File: src/rtl/scoc_params.svh
// scoc_params.svh: offsets, field positions and reset values for the sensor config one register
// assumes: included by the package and the design file by bare name
`ifndef SCOC_PARAMS_SVH
`define SCOC_PARAMS_SVH

`define SCOC_ADDR_W            8
`define SCOC_OFFSET            8'h15
`define SCOC_BIT_ACTIVE        0
`define SCOC_BIT_RANGE_LO      1
`define SCOC_BIT_RANGE_HI      2
`define SCOC_BIT_WIRE_MODE     3
`define SCOC_BIT_POLARITY      4
`define SCOC_BIT_AXIS_LO       5
`define SCOC_BIT_AXIS_HI       6
`define SCOC_RESET_VALUE       8'h02
`define SCOC_RANGE_2G          2'h0
`define SCOC_RANGE_4G          2'h1
`define SCOC_RANGE_8G          2'h2
`define SCOC_RANGE_16G         2'h3
`define SCOC_SENS_2G           11'h400
`define SCOC_SENS_4G           11'h200
`define SCOC_SENS_8G           11'h100
`define SCOC_SENS_16G          11'h080

`endif

File: src/rtl/scoc_pkg.sv
// scoc_pkg.sv: types for the sensor config one control block
// assumes: scoc_params.svh on the include path
`include "scoc_params.svh"
package scoc_pkg;
    // operating mode seen by the sensing core
    typedef enum logic [1:0] {
        SCOC_STANDBY,
        SCOC_ACTIVE_RUN
    } scoc_mode_t;

    // self-test axis drive choice
    typedef enum logic [1:0] {
        SCOC_ST_OFF,
        SCOC_ST_X,
        SCOC_ST_Y,
        SCOC_ST_Z
    } scoc_axis_t;
endpackage

File: src/rtl/scoc_sensor_config_one.sv
// scoc_sensor_config_one.sv: sensor config one register and its control outputs
// assumes: the serial front end gives one-cycle write/read strobes with an address,
// a transaction-end pulse, and drives pins from the wire-mode outputs here
//
// Functional notes
// RL1: polarity bit 0 drives the proof mass positive, 1 drives it negative, default 0.
// RL2: wire-count bit 0 selects 4-wire, 1 selects 3-wire, default 0.
// RL3: the wire-count bit only matters with the interface pin choosing SPI, ignored in I2C.
// RL4: SPI with 3-wire set makes MOSI bidirectional and floats the MISO pin.
// RL5: power-on, brown-out reset and hibernate exit restore 4-wire mode.
// RL6: with SPI and MOSI/MISO joined on the board, 3-wire runs whatever the bit holds.
// RL7: range 00 is 2 g at 1024, 01 (default) 4 g at 512, 10 8 g at 256, 11 16 g at 128 LSB/g.
// RL8: with pin run control enabled the active bit is read-only and the pin sets the mode.
// RL9: the host enables pin run control only while the active bit is 0.
// RL10: the host sets the active bit only while pin run control is disabled.
// RL11: active 0 is minimum-current standby, 1 measures with the configured settings.
// RL12: power-on and soft reset leave the device in standby with active cleared.
// RL13: axis field 00 disables self-test, 01/10/11 enable X/Y/Z, default 00.
// RL14: a wire-mode change applies from the transaction after the one that wrote it.
`timescale 1ns/1ps
`include "scoc_params.svh"

module scoc_sensor_config_one (
    // clock and reset
    input  wire logic                     core_clk,
    input  wire logic                     rst_n,
    // reset and power events
    input  wire logic                     soft_reset,
    input  wire logic                     hibernate_exit,
    // register port from the serial front end
    input  wire logic [`SCOC_ADDR_W-1:0]  reg_addr,
    input  wire logic                     reg_wr,
    input  wire logic [7:0]               reg_wdata,
    input  wire logic                     reg_rd,
    output logic      [7:0]               reg_rdata,
    output logic                          reg_hit,
    input  wire logic                     xfer_end,
    // pins and straps
    input  wire logic                     interface_choice_pin,
    input  wire logic                     mosi_miso_joined,
    input  wire logic                     second_irq_pin,
    input  wire logic                     second_irq_pin_run_control,
    // spi pad steering
    output logic                          spi_three_wire,
    output logic                          address_lsb_or_miso_pin_oe_en,
    output logic                          mosi_bidir_en,
    // sensing core controls
    output logic                          measure_active,
    output scoc_pkg::scoc_mode_t          op_mode,
    output logic                          selftest_drive_polarity,
    output scoc_pkg::scoc_axis_t          selftest_axis_choice,
    output logic      [1:0]               range_scale_select,
    output logic      [10:0]              range_lsb_per_g
);

    // register fields
    logic [1:0]  axis_q;
    logic        pol_q;
    logic        wire_bit_q;
    logic [1:0]  range_q;
    logic        active_q;
    logic        wire_live_q;
    logic        wire_live_d;
    logic [10:0] sens_q;
    logic [7:0]  rdata_q;

    // address decode and write qualification
    wire sel_hit      = (reg_addr == `SCOC_OFFSET);
    wire wr_hit       = reg_wr && sel_hit;
    wire active_lock  = second_irq_pin_run_control;                              // RL8
    wire spi_chosen   = interface_choice_pin;                                    // RL3
    wire active_eff   = active_lock ? second_irq_pin : active_q;                 // RL8
    wire three_wanted = spi_chosen && (wire_bit_q || mosi_miso_joined);          // RL3 RL6
    wire [7:0] reg_view = {1'b0, axis_q, pol_q, wire_bit_q, range_q, active_eff};

    // sensitivity lookup for the range field
    function automatic logic [10:0] lsb_per_g(input logic [1:0] r);
        case (r)
            `SCOC_RANGE_2G: lsb_per_g = `SCOC_SENS_2G;                          // RL7
            `SCOC_RANGE_4G: lsb_per_g = `SCOC_SENS_4G;
            `SCOC_RANGE_8G: lsb_per_g = `SCOC_SENS_8G;
            default:        lsb_per_g = `SCOC_SENS_16G;
        endcase
    endfunction

    // configuration fields; soft reset restores defaults and standby
    always_ff @(posedge core_clk) begin
        if (!rst_n || soft_reset) begin
            axis_q     <= 2'h0;                                                  // RL13
            pol_q      <= 1'b0;                                                  // RL1
            wire_bit_q <= 1'b0;                                                  // RL2 RL5
            range_q    <= 2'h1;                                                  // RL7
            active_q   <= 1'b0;                                                  // RL12
        end else if (wr_hit) begin
            axis_q     <= reg_wdata[`SCOC_BIT_AXIS_HI:`SCOC_BIT_AXIS_LO];        // RL13
            pol_q      <= reg_wdata[`SCOC_BIT_POLARITY];                         // RL1
            wire_bit_q <= reg_wdata[`SCOC_BIT_WIRE_MODE];                        // RL2
            range_q    <= reg_wdata[`SCOC_BIT_RANGE_HI:`SCOC_BIT_RANGE_LO];      // RL7
            if (!active_lock) begin
                active_q <= reg_wdata[`SCOC_BIT_ACTIVE];                         // RL8 RL10
            end
        end
        if (rst_n && !soft_reset && hibernate_exit) begin
            wire_bit_q <= 1'b0;                                                  // RL5
        end
    end

    // live wire mode follows the setting only at transaction boundaries; reset and hibernate exit clear it at once
    assign wire_live_d = xfer_end ? three_wanted : wire_live_q;                  // RL14

    always_ff @(posedge core_clk) begin
        if (!rst_n || hibernate_exit) begin
            wire_live_q <= 1'b0;                                                 // RL5
        end else begin
            wire_live_q <= wire_live_d;
        end
    end

    // registered read data and sensitivity
    always_ff @(posedge core_clk) begin
        if (!rst_n) begin
            rdata_q <= 8'h00;
            sens_q  <= `SCOC_SENS_4G;
        end else begin
            rdata_q <= (reg_rd && sel_hit) ? reg_view : 8'h00;
            sens_q  <= lsb_per_g(range_q);                                       // RL7
        end
    end

    // outputs
    assign reg_rdata                     = rdata_q;
    assign reg_hit                       = sel_hit;
    assign spi_three_wire                = wire_live_q;                          // RL4
    assign mosi_bidir_en                 = wire_live_q;                          // RL4
    assign address_lsb_or_miso_pin_oe_en = spi_chosen && !wire_live_q;          // RL4
    assign measure_active                = active_eff;                           // RL11
    assign op_mode = active_eff ? scoc_pkg::SCOC_ACTIVE_RUN : scoc_pkg::SCOC_STANDBY; // RL11
    assign selftest_drive_polarity       = pol_q;                                // RL1
    assign selftest_axis_choice          = scoc_pkg::scoc_axis_t'(axis_q);       // RL13
    assign range_scale_select            = range_q;                              // RL7
    assign range_lsb_per_g               = sens_q;

endmodule // scoc_sensor_config_one

File: config.mk
export PLATFORM = sky130hd
export DESIGN_NAME = scoc_sensor_config_one
export DESIGN_NICKNAME = d
export VERILOG_FILES = /design/src/rtl/scoc_pkg.sv /design/src/rtl/scoc_sensor_config_one.sv
export VERILOG_INCLUDE_DIRS = /design/src /design/src/rtl
export SDC_FILE = /design/constraint.sdc
export NUM_CORES = 1
export LEC_CHECK = 0
export BUFFER_PORTS_ARGS = -buffer_cell sky130_fd_sc_hd__buf_2
export CAP_MARGIN = 20
export CORE_MARGIN = 3
export CORE_UTILIZATION = 36
export DETAILED_ROUTE_END_ITERATION = 16
export PLACE_DENSITY = 0.85
export SLEW_MARGIN = 30
export SYNTH_ARGS = -nofsm -noshare
export SYNTH_HDL_FRONTEND = slang
export SYNTH_SLANG_ARGS = --single-unit
File: constraint.sdc
create_clock -name core_clk -period 1.45 [get_ports core_clk]
set_clock_uncertainty 0.15 [all_clocks]
set_input_delay 0.2175 -clock core_clk [delete_from_list [all_inputs] [get_ports core_clk]]
set_output_delay 0.2175 -clock core_clk [all_outputs]
set_load 0.005 [all_outputs]
# == Word-level counts from Yosys, hierarchy flattened ==
# Cells that the tools add are included.
# classes
mux,3
eq_ne,3
n_bitwise,1
n_reduce_logical,16
# op_table
op,count
11-bit case mux with 3 select lines,1
8-bit by 5-bit == test with 1-bit output (second input constant),1
1-bit logical AND,6
2-bit AND reduction,2
1-bit logical NOT,3
1-bit logical OR,3
2-bit by 1-bit == test with 1-bit output (second input constant),1
2-bit == test (second input constant),1
2-bit logical NOT,1
1-bit 2-to-1 mux,2
2-bit OR reduction,1
1-bit inverter,1
# totals
out_inout_bits,31
input_bits,27
reg_bits,27

# == Longest topological paths before layout ==
# Gate-level depths: netlist of the first run.
# depth
ltp_word,4
ltp_mapped,4
ltp_nobuf,3

# == Worst setup path after synthesis of the first run ==
# No wires, ideal clock.
# synth_path
path_type,input-to-reg
startpoint,input reg_addr[5]
endpoint,register active_q
t_required_ns,1.228
setup_ns,0.072
path_buffers,1
slack_ns,-0.048
t_arrival_ns,1.277
cell_stages,4
cell_sequence,or4b_4 buf_6 nor4_4 mux2i_1
# synth_via
elab_chain_cells,3
# synth_lines
item,line,rtl
start: declaration,scoc_sensor_config_one.sv:31,"input wire logic [`SCOC_ADDR_W-1:0] reg_addr,"
8-bit by 5-bit == test with 1-bit output (no source line),n/a,
1-bit logical AND,scoc_sensor_config_one.sv:69,wire wr_hit = reg_wr && sel_hit;
2-bit AND reduction (no source line),n/a,
end signal: assignment,scoc_sensor_config_one.sv:100,active_q <= reg_wdata[`SCOC_BIT_ACTIVE];
end: declaration,scoc_sensor_config_one.sv:61,logic active_q;
# Every way passes these cells.
# A chain may end at the register's enable or synchronous reset.

# == Worst setup path after layout of the first run ==
# layout_path
startpoint,input reg_addr[7]
endpoint,register active_q
# Same word-level chain as after synthesis.

==> flow_summary.ini, run 1 <==
[min_path]
hp-start = rst_n
hold_class = input pin to register

[yosys]
avgSynthCellArea_um2 = 10.3
synth_cells = 82
synth_most_common_cell = dfxtp_1
dominantRegCellSynth = dfxtp_1
synth_common_cells = dfxtp_1, buf_4, and2_1
synth_top_area_cell = dfxtp_1
synth_area_leaders = dfxtp_1, buf_4, and2_1
synth_top_cell_area_share = 0.451
yosys_warnings = 0
yosysSeqAreaShare = 0.451
synth-async-reset-ratio = 0
synth_cell_types = 30
synth_edf_count = 0
ys_seq_elements = 19
syn_area_um2 = 843

[timing]
setup_slack_ps = 27.9
period_share = 0.981
holdWs_ps = 18.7
period_minus_slack_ps = 1420
max_freq_mhz = 703
slew_viol_final = 0
hold_violations = 0
rsz0062_at_grt = true
finalSetupViolations = 0

[detailed_routing]
first_pass_iters = 4
via_per_inst = 4.57
drt-initial-drc-count = 13
ant_nets = 0
drc = 0
num_vias = 735
routedWlPerCell_um = 11.2
drt-total-wl_um = 1800

[clocking]
h-tree-depth = 1
clk_pin_slew_worst_paths_ps = 90
cts_tree = done
clock_path_buffers = 2
cts_root_buf = clkbuf_4
numCtsBuffers = 3
cts_sinks = 19
clk_latency_ps = 280

[placement]
portBuffers = 47
dpl_cell_area_um2 = 1070
preCtsSetupSlack_ps = -231
gp_congestion = 0.779
dp_hpwl_um = 1510

[floorplanning]
die_x_um = 54.4
core_area_um2 = 2080
io_pins = 58
die_height_um = 54.4
placementRows = 16
dieArea_um2 = 2960
initial_utilization = 0.405

[layout]
final_layout_size_suffix_gt1_frac = 0.455
fin_nets = 162
antenna_cells = 0
stdcell_area_um2 = 1130
area_delta_synth_final_pct = 33.7
finish.utilization = 0.541

[global_route]
grt_usage = 0.124
grt_pass1_vias = 653
grt_pass1_wl_um = 2680
overflow = 0
grt_antenna_before_repair = 0
grt_max_degree = 11

[setup_path]
start_kind = input pin
required_ps = 1510
r2r-start = range_scale_select[0]$_SDFFE_PP1P_
crit_start = reg_addr[7]
critPathKind = input pin to register
arrival_ps = 1480
cp_slowest_cell = or4b_4
cp-end-kind = register
critPathMaxStageDelay_ps = 520
cp_cell_sequence = buf_6, or4b_4, buf_4, nor4_4, mux2i_1
cp_max_fo = 9

[job]
cap_violations = 0

[run_status]
outcome = completed

[power_and_ir_drop]
ir_drop_mv = 0.446
power_leakage_nw = 0.546
powerDensity_nw_per_um2 = 763
layer usage:
layer,share of wire,global-route usage
met1,0.43,0.148
met2,0.46,0.211
met3,0.10,0.0191
met4,0.014,0.0705
met5,0,0
metrics by stage:
stage	TNS (ps)	total power [W]	std cells
after floorplan	-72.3	0.000590	90
after global placement	-1750	0.000622	155
after detailed placement	-2370	0.000624	155
after CTS	0	0.000864	161
after global routing	-10.4	0.000907	161
final	0	0.000860	161
cell families after synthesis:
kind of cell,after synthesis,synth area share
AO/OA/AOI/OAI,15,0.123
buffers and inverters,15,0.125
flip-flops,19,0.451
multiplexers,2,0.0252
other,1,0.00445
AND/OR/NAND/NOR,30,0.272
where the power goes:
part           switching, W  leakage [nW]  internal (W)
sequential      0.000000549         0.153      0.000522
clock              0.000136        0.0150      0.000107
combinational     0.0000460         0.378     0.0000492
layout make-up:
cell class	count	area, um^2
fillers	210	955
multi-input cells	56	390
flip-flops and latches	19	380
repair buffers	53	289
well taps	27	33.8
clock buffers	4	26.3
inverters	2	7.51
worst max-delay path: cells and delay by family:
| kind | cells | cell delay [ps] |
|---|---|---|
| simple gates | 2 | 740 |
| buf+inv | 2 | 280 |
| mux | 1 | 220 |
sequential cells by signal, summed over array words and instances, names as in the netlist:
name	cells
reg_rdata	7
range_lsb_per_g	4
range_scale_select	2
selftest_axis_choice	2
active_q	1
mosi_bidir_en	1
selftest_drive_polarity	1
wire_bit_q	1
layout by cell type (no fill, tap or decap):
cell / Yosys / final
nor3_4: 1 / 1
clkbuf_4: 0 / 3
buf_6: 1 / 1
a21boi_0: 4 / 4
buf_2: 0 / 46
mux2_2: 1 / 1
a211oi_1: 1 / 1
nand2_1: 3 / 3
nor2b_1: 2 / 1
buf_4: 11 / 5
dlygate4sd3_1: 0 / 1
o21ai_0: 2 / 2
nor4_1: 2 / 2
inv_1: 2 / 2
nand4_1: 5 / 5
a31oi_1: 1 / 1
and2_1: 6 / 6
o211ai_1: 1 / 1
clkbuf_1: 1 / 1
and3_1: 2 / 2
nand2b_1: 2 / 2
a21oi_1: 1 / 1
or4b_4: 1 / 1
mux2i_1: 1 / 1
dfxtp_1: 19 / 19
nor4_4: 1 / 1
nor4b_2: 1 / 1
conb_1: 1 / 9
nor4bb_1: 1 / 1
nand4bb_1: 1 / 1
o31ai_1: 5 / 5
nor2_1: 1 / 1
nor2b_2: 0 / 1
nor3b_1: 1 / 1
path summary, 6_finish.rpt:
| check | cells after the start | slack [ps] | to |
|---|---|---|---|
| setup / recovery | 5 | 30 | active_q$_SDFFE_PP0P_ |
| hold / removal | 2 | 20 | range_lsb_per_g[9]$_SDFF_PN1_ |
| hold reg to reg | 2 | 330 | active_q$_SDFFE_PP0P_ |
| setup reg to reg | 2 | 460 | reg_rdata[1]$_SDFF_PN0_ |
timing repair:
action,4_1_cts,5_1_grt
hold endpoints to repair,1,0
buffers inserted,1,0
pin swaps,1,2
gates resized for setup,0,2
setup endpoints to repair,1,7
hold buffers,1,0
(Power assumes the default switching activity.)
==> inputs of run 2 (changes only) <==
--- a/config.mk
+++ b/config.mk
@@ -9,9 +9,9 @@
 export BUFFER_PORTS_ARGS = -buffer_cell sky130_fd_sc_hd__buf_2
 export CAP_MARGIN = 20
 export CORE_MARGIN = 3
-export CORE_UTILIZATION = 36
+export CORE_UTILIZATION = 40
 export DETAILED_ROUTE_END_ITERATION = 16
-export PLACE_DENSITY = 0.85
+export PLACE_DENSITY = 0.89
 export SLEW_MARGIN = 30
 export SYNTH_ARGS = -nofsm -noshare
 export SYNTH_HDL_FRONTEND = slang
==> constraint.sdc (replaced) <==
create_clock -name core_clk -period 1.4 [get_ports core_clk]
set_clock_uncertainty 0.15 [all_clocks]
set_input_delay 0.21 -clock core_clk [delete_from_list [all_inputs] [get_ports core_clk]]
set_output_delay 0.21 -clock core_clk [all_outputs]
set_load 0.005 [all_outputs]
==> flow_summary.ini, run 2 (synthesized netlist as in run 1, its figures left out) <==
[power_and_ir_drop]
power_frac_seq = 0.594
switching_share = 0.228
ir_drop_mv = 0.417
totalPowerFinal_w = 0.000911
p_switching_w = 0.000207
powerDensity_nw_per_um2 = 787
power_leakage_nw = 0.561
p_int_w = 0.000704
clkPwrFrac = 0.288
combPwrFrac = 0.118

[clocking]
clk_latency_ps = 290
h-tree-depth = 1
cts_sinks = 19
cts_tree = done
numCtsBuffers = 3
clock_path_buffers = 2
clk_pin_slew_worst_paths_ps = 100
cts_root_buf = clkbuf_4

[setup_path]
cp_slowest_cell = dfxtp_2
critPathKind = register to primary output
start_kind = register
arrival_ps = 1030
cp_cell_sequence = mux2_4, buf_2
required_ps = 1040
r2r-end = reg_rdata[1]$_SDFF_PN0_
critPathMaxStageDelay_ps = 340
cp-end-kind = primary output
cp_max_fo = 3
crit_start = active_q$_SDFFE_PP0P_
r2r_slack_ps = 350
r2r-start = range_scale_select[0]$_SDFFE_PP1P_
rr_worst_depth = 2

[timing]
rsz0062_at_grt = true
slew_viol_final = 0
hold_violations = 0
period_minus_slack_ps = 1390
fin_setup_tns_ps = 0
holdWs_ps = 32.6
finalSetupViolations = 0
max_freq_mhz = 717
period_share = 0.996

[global_route]
grt_usage = 0.159
overflow = 0
grt_pass1_vias = 765
grt_max_degree = 12
grt_antenna_before_repair = 0
grt_pass1_wl_um = 3170

[layout]
fin_nets = 164
largest_reg_flops = 7
final_layout_size_suffix_gt1_frac = 0.463
area_delta_synth_final_pct = 37.2
final_common_cell = buf_2
final_cell_mix = buf_2, dfxtp_1, conb_1
finish.utilization = 0.623
antenna_cells = 0
final_cells = 161

[placement]
dp_hpwl_um = 1580
gp_congestion = 0.715
dp.cells = 153
portBuffers = 47

[detailed_routing]
num_vias = 763
drt-total-wl_um = 1960
via_per_inst = 4.74
ant_nets = 0
first_pass_iters = 4
drc = 0
drt-initial-drc-count = 4
routedWlPerCell_um = 12.2

[run_status]
outcome = completed

[min_path]
hold_class = input pin to register
whs_path_depth = 3
min_to = range_scale_select[1]$_SDFFE_PP0P_
hp-start = reg_wdata[2]

[floorplanning]
die_height_um = 51.9
placementRows = 15
die_x_um = 51.9
initial_utilization = 0.454
io_pins = 58
dieArea_um2 = 2700
core_area_um2 = 1860

[job]
cap_violations = 0
==> run 2: metal layers <==
layer,part of all wire,global-route usage
met1,0.39,0.171
met2,0.47,0.264
met5,0,0
met4,0.020,0.122
met3,0.12,0.0372
==> run 2: power groups by stage <==
| stage | registers [W] | clock network (W) | logic, W |
|---|---|---|---|
| 5_1_grt | 0.000542 | 0.000320 | 0.000118 |
| 3_5_place_dp | 0.000554 | 0 | 0.0000946 |
| 2_1_floorplan | 0.000554 | 0 | 0.0000574 |
| 4_1_cts | 0.000541 | 0.000272 | 0.000104 |
| 3_3_place_gp | 0.000554 | 0 | 0.0000902 |
| 6_report | 0.000541 | 0.000262 | 0.000108 |
==> run 2: stage by stage <==
stage               worst slack (ps)  cell area, um^2
floorplan                      -89.7              873
global placement                -201             1070
detailed placement              -234             1070
CTS                            -7.89             1140
global route                   -61.2             1160
finish                          5.65             1160
==> run 2: layout make-up <==
type | instances | area (um^2)
clock inverter | 1 | 5.00
fill | 168 | 701
multi-input combinational | 56 | 394
tap | 25 | 31.3
inverter | 2 | 7.51
sequential | 19 | 382
clock buffer | 3 | 22.5
timing repair buffer | 55 | 315
==> run 2: how the worst max path moves through the flow <==
stage / to / slack, ps / cells after the start
after floorplan: active_q$_SDFFE_PP0P_ / -90 / 4
after global placement: active_q$_SDFFE_PP0P_ / -200 / 4
after detailed placement: active_q$_SDFFE_PP0P_ / -230 / 4
after CTS: reg_hit / -8 / 4
after global routing: op_mode[0] / -60 / 2
final: op_mode[0] / 6 / 2
==> run 2: repair_timing <==
action,4_1_cts,5_1_grt
hold endpoints to repair,2,1
buffers inserted,1,0
pin swaps,2,0
gates resized for setup,3,2
endpoints found under the setup margin,2,3
hold buffers,2,1
==> run 2: worst max-delay path: cells and delay by family (launching register included) <==
family / cells / cell delay (ps)
buf+inv: 1 / 130
flops: 1 / 340
mux: 1 / 270
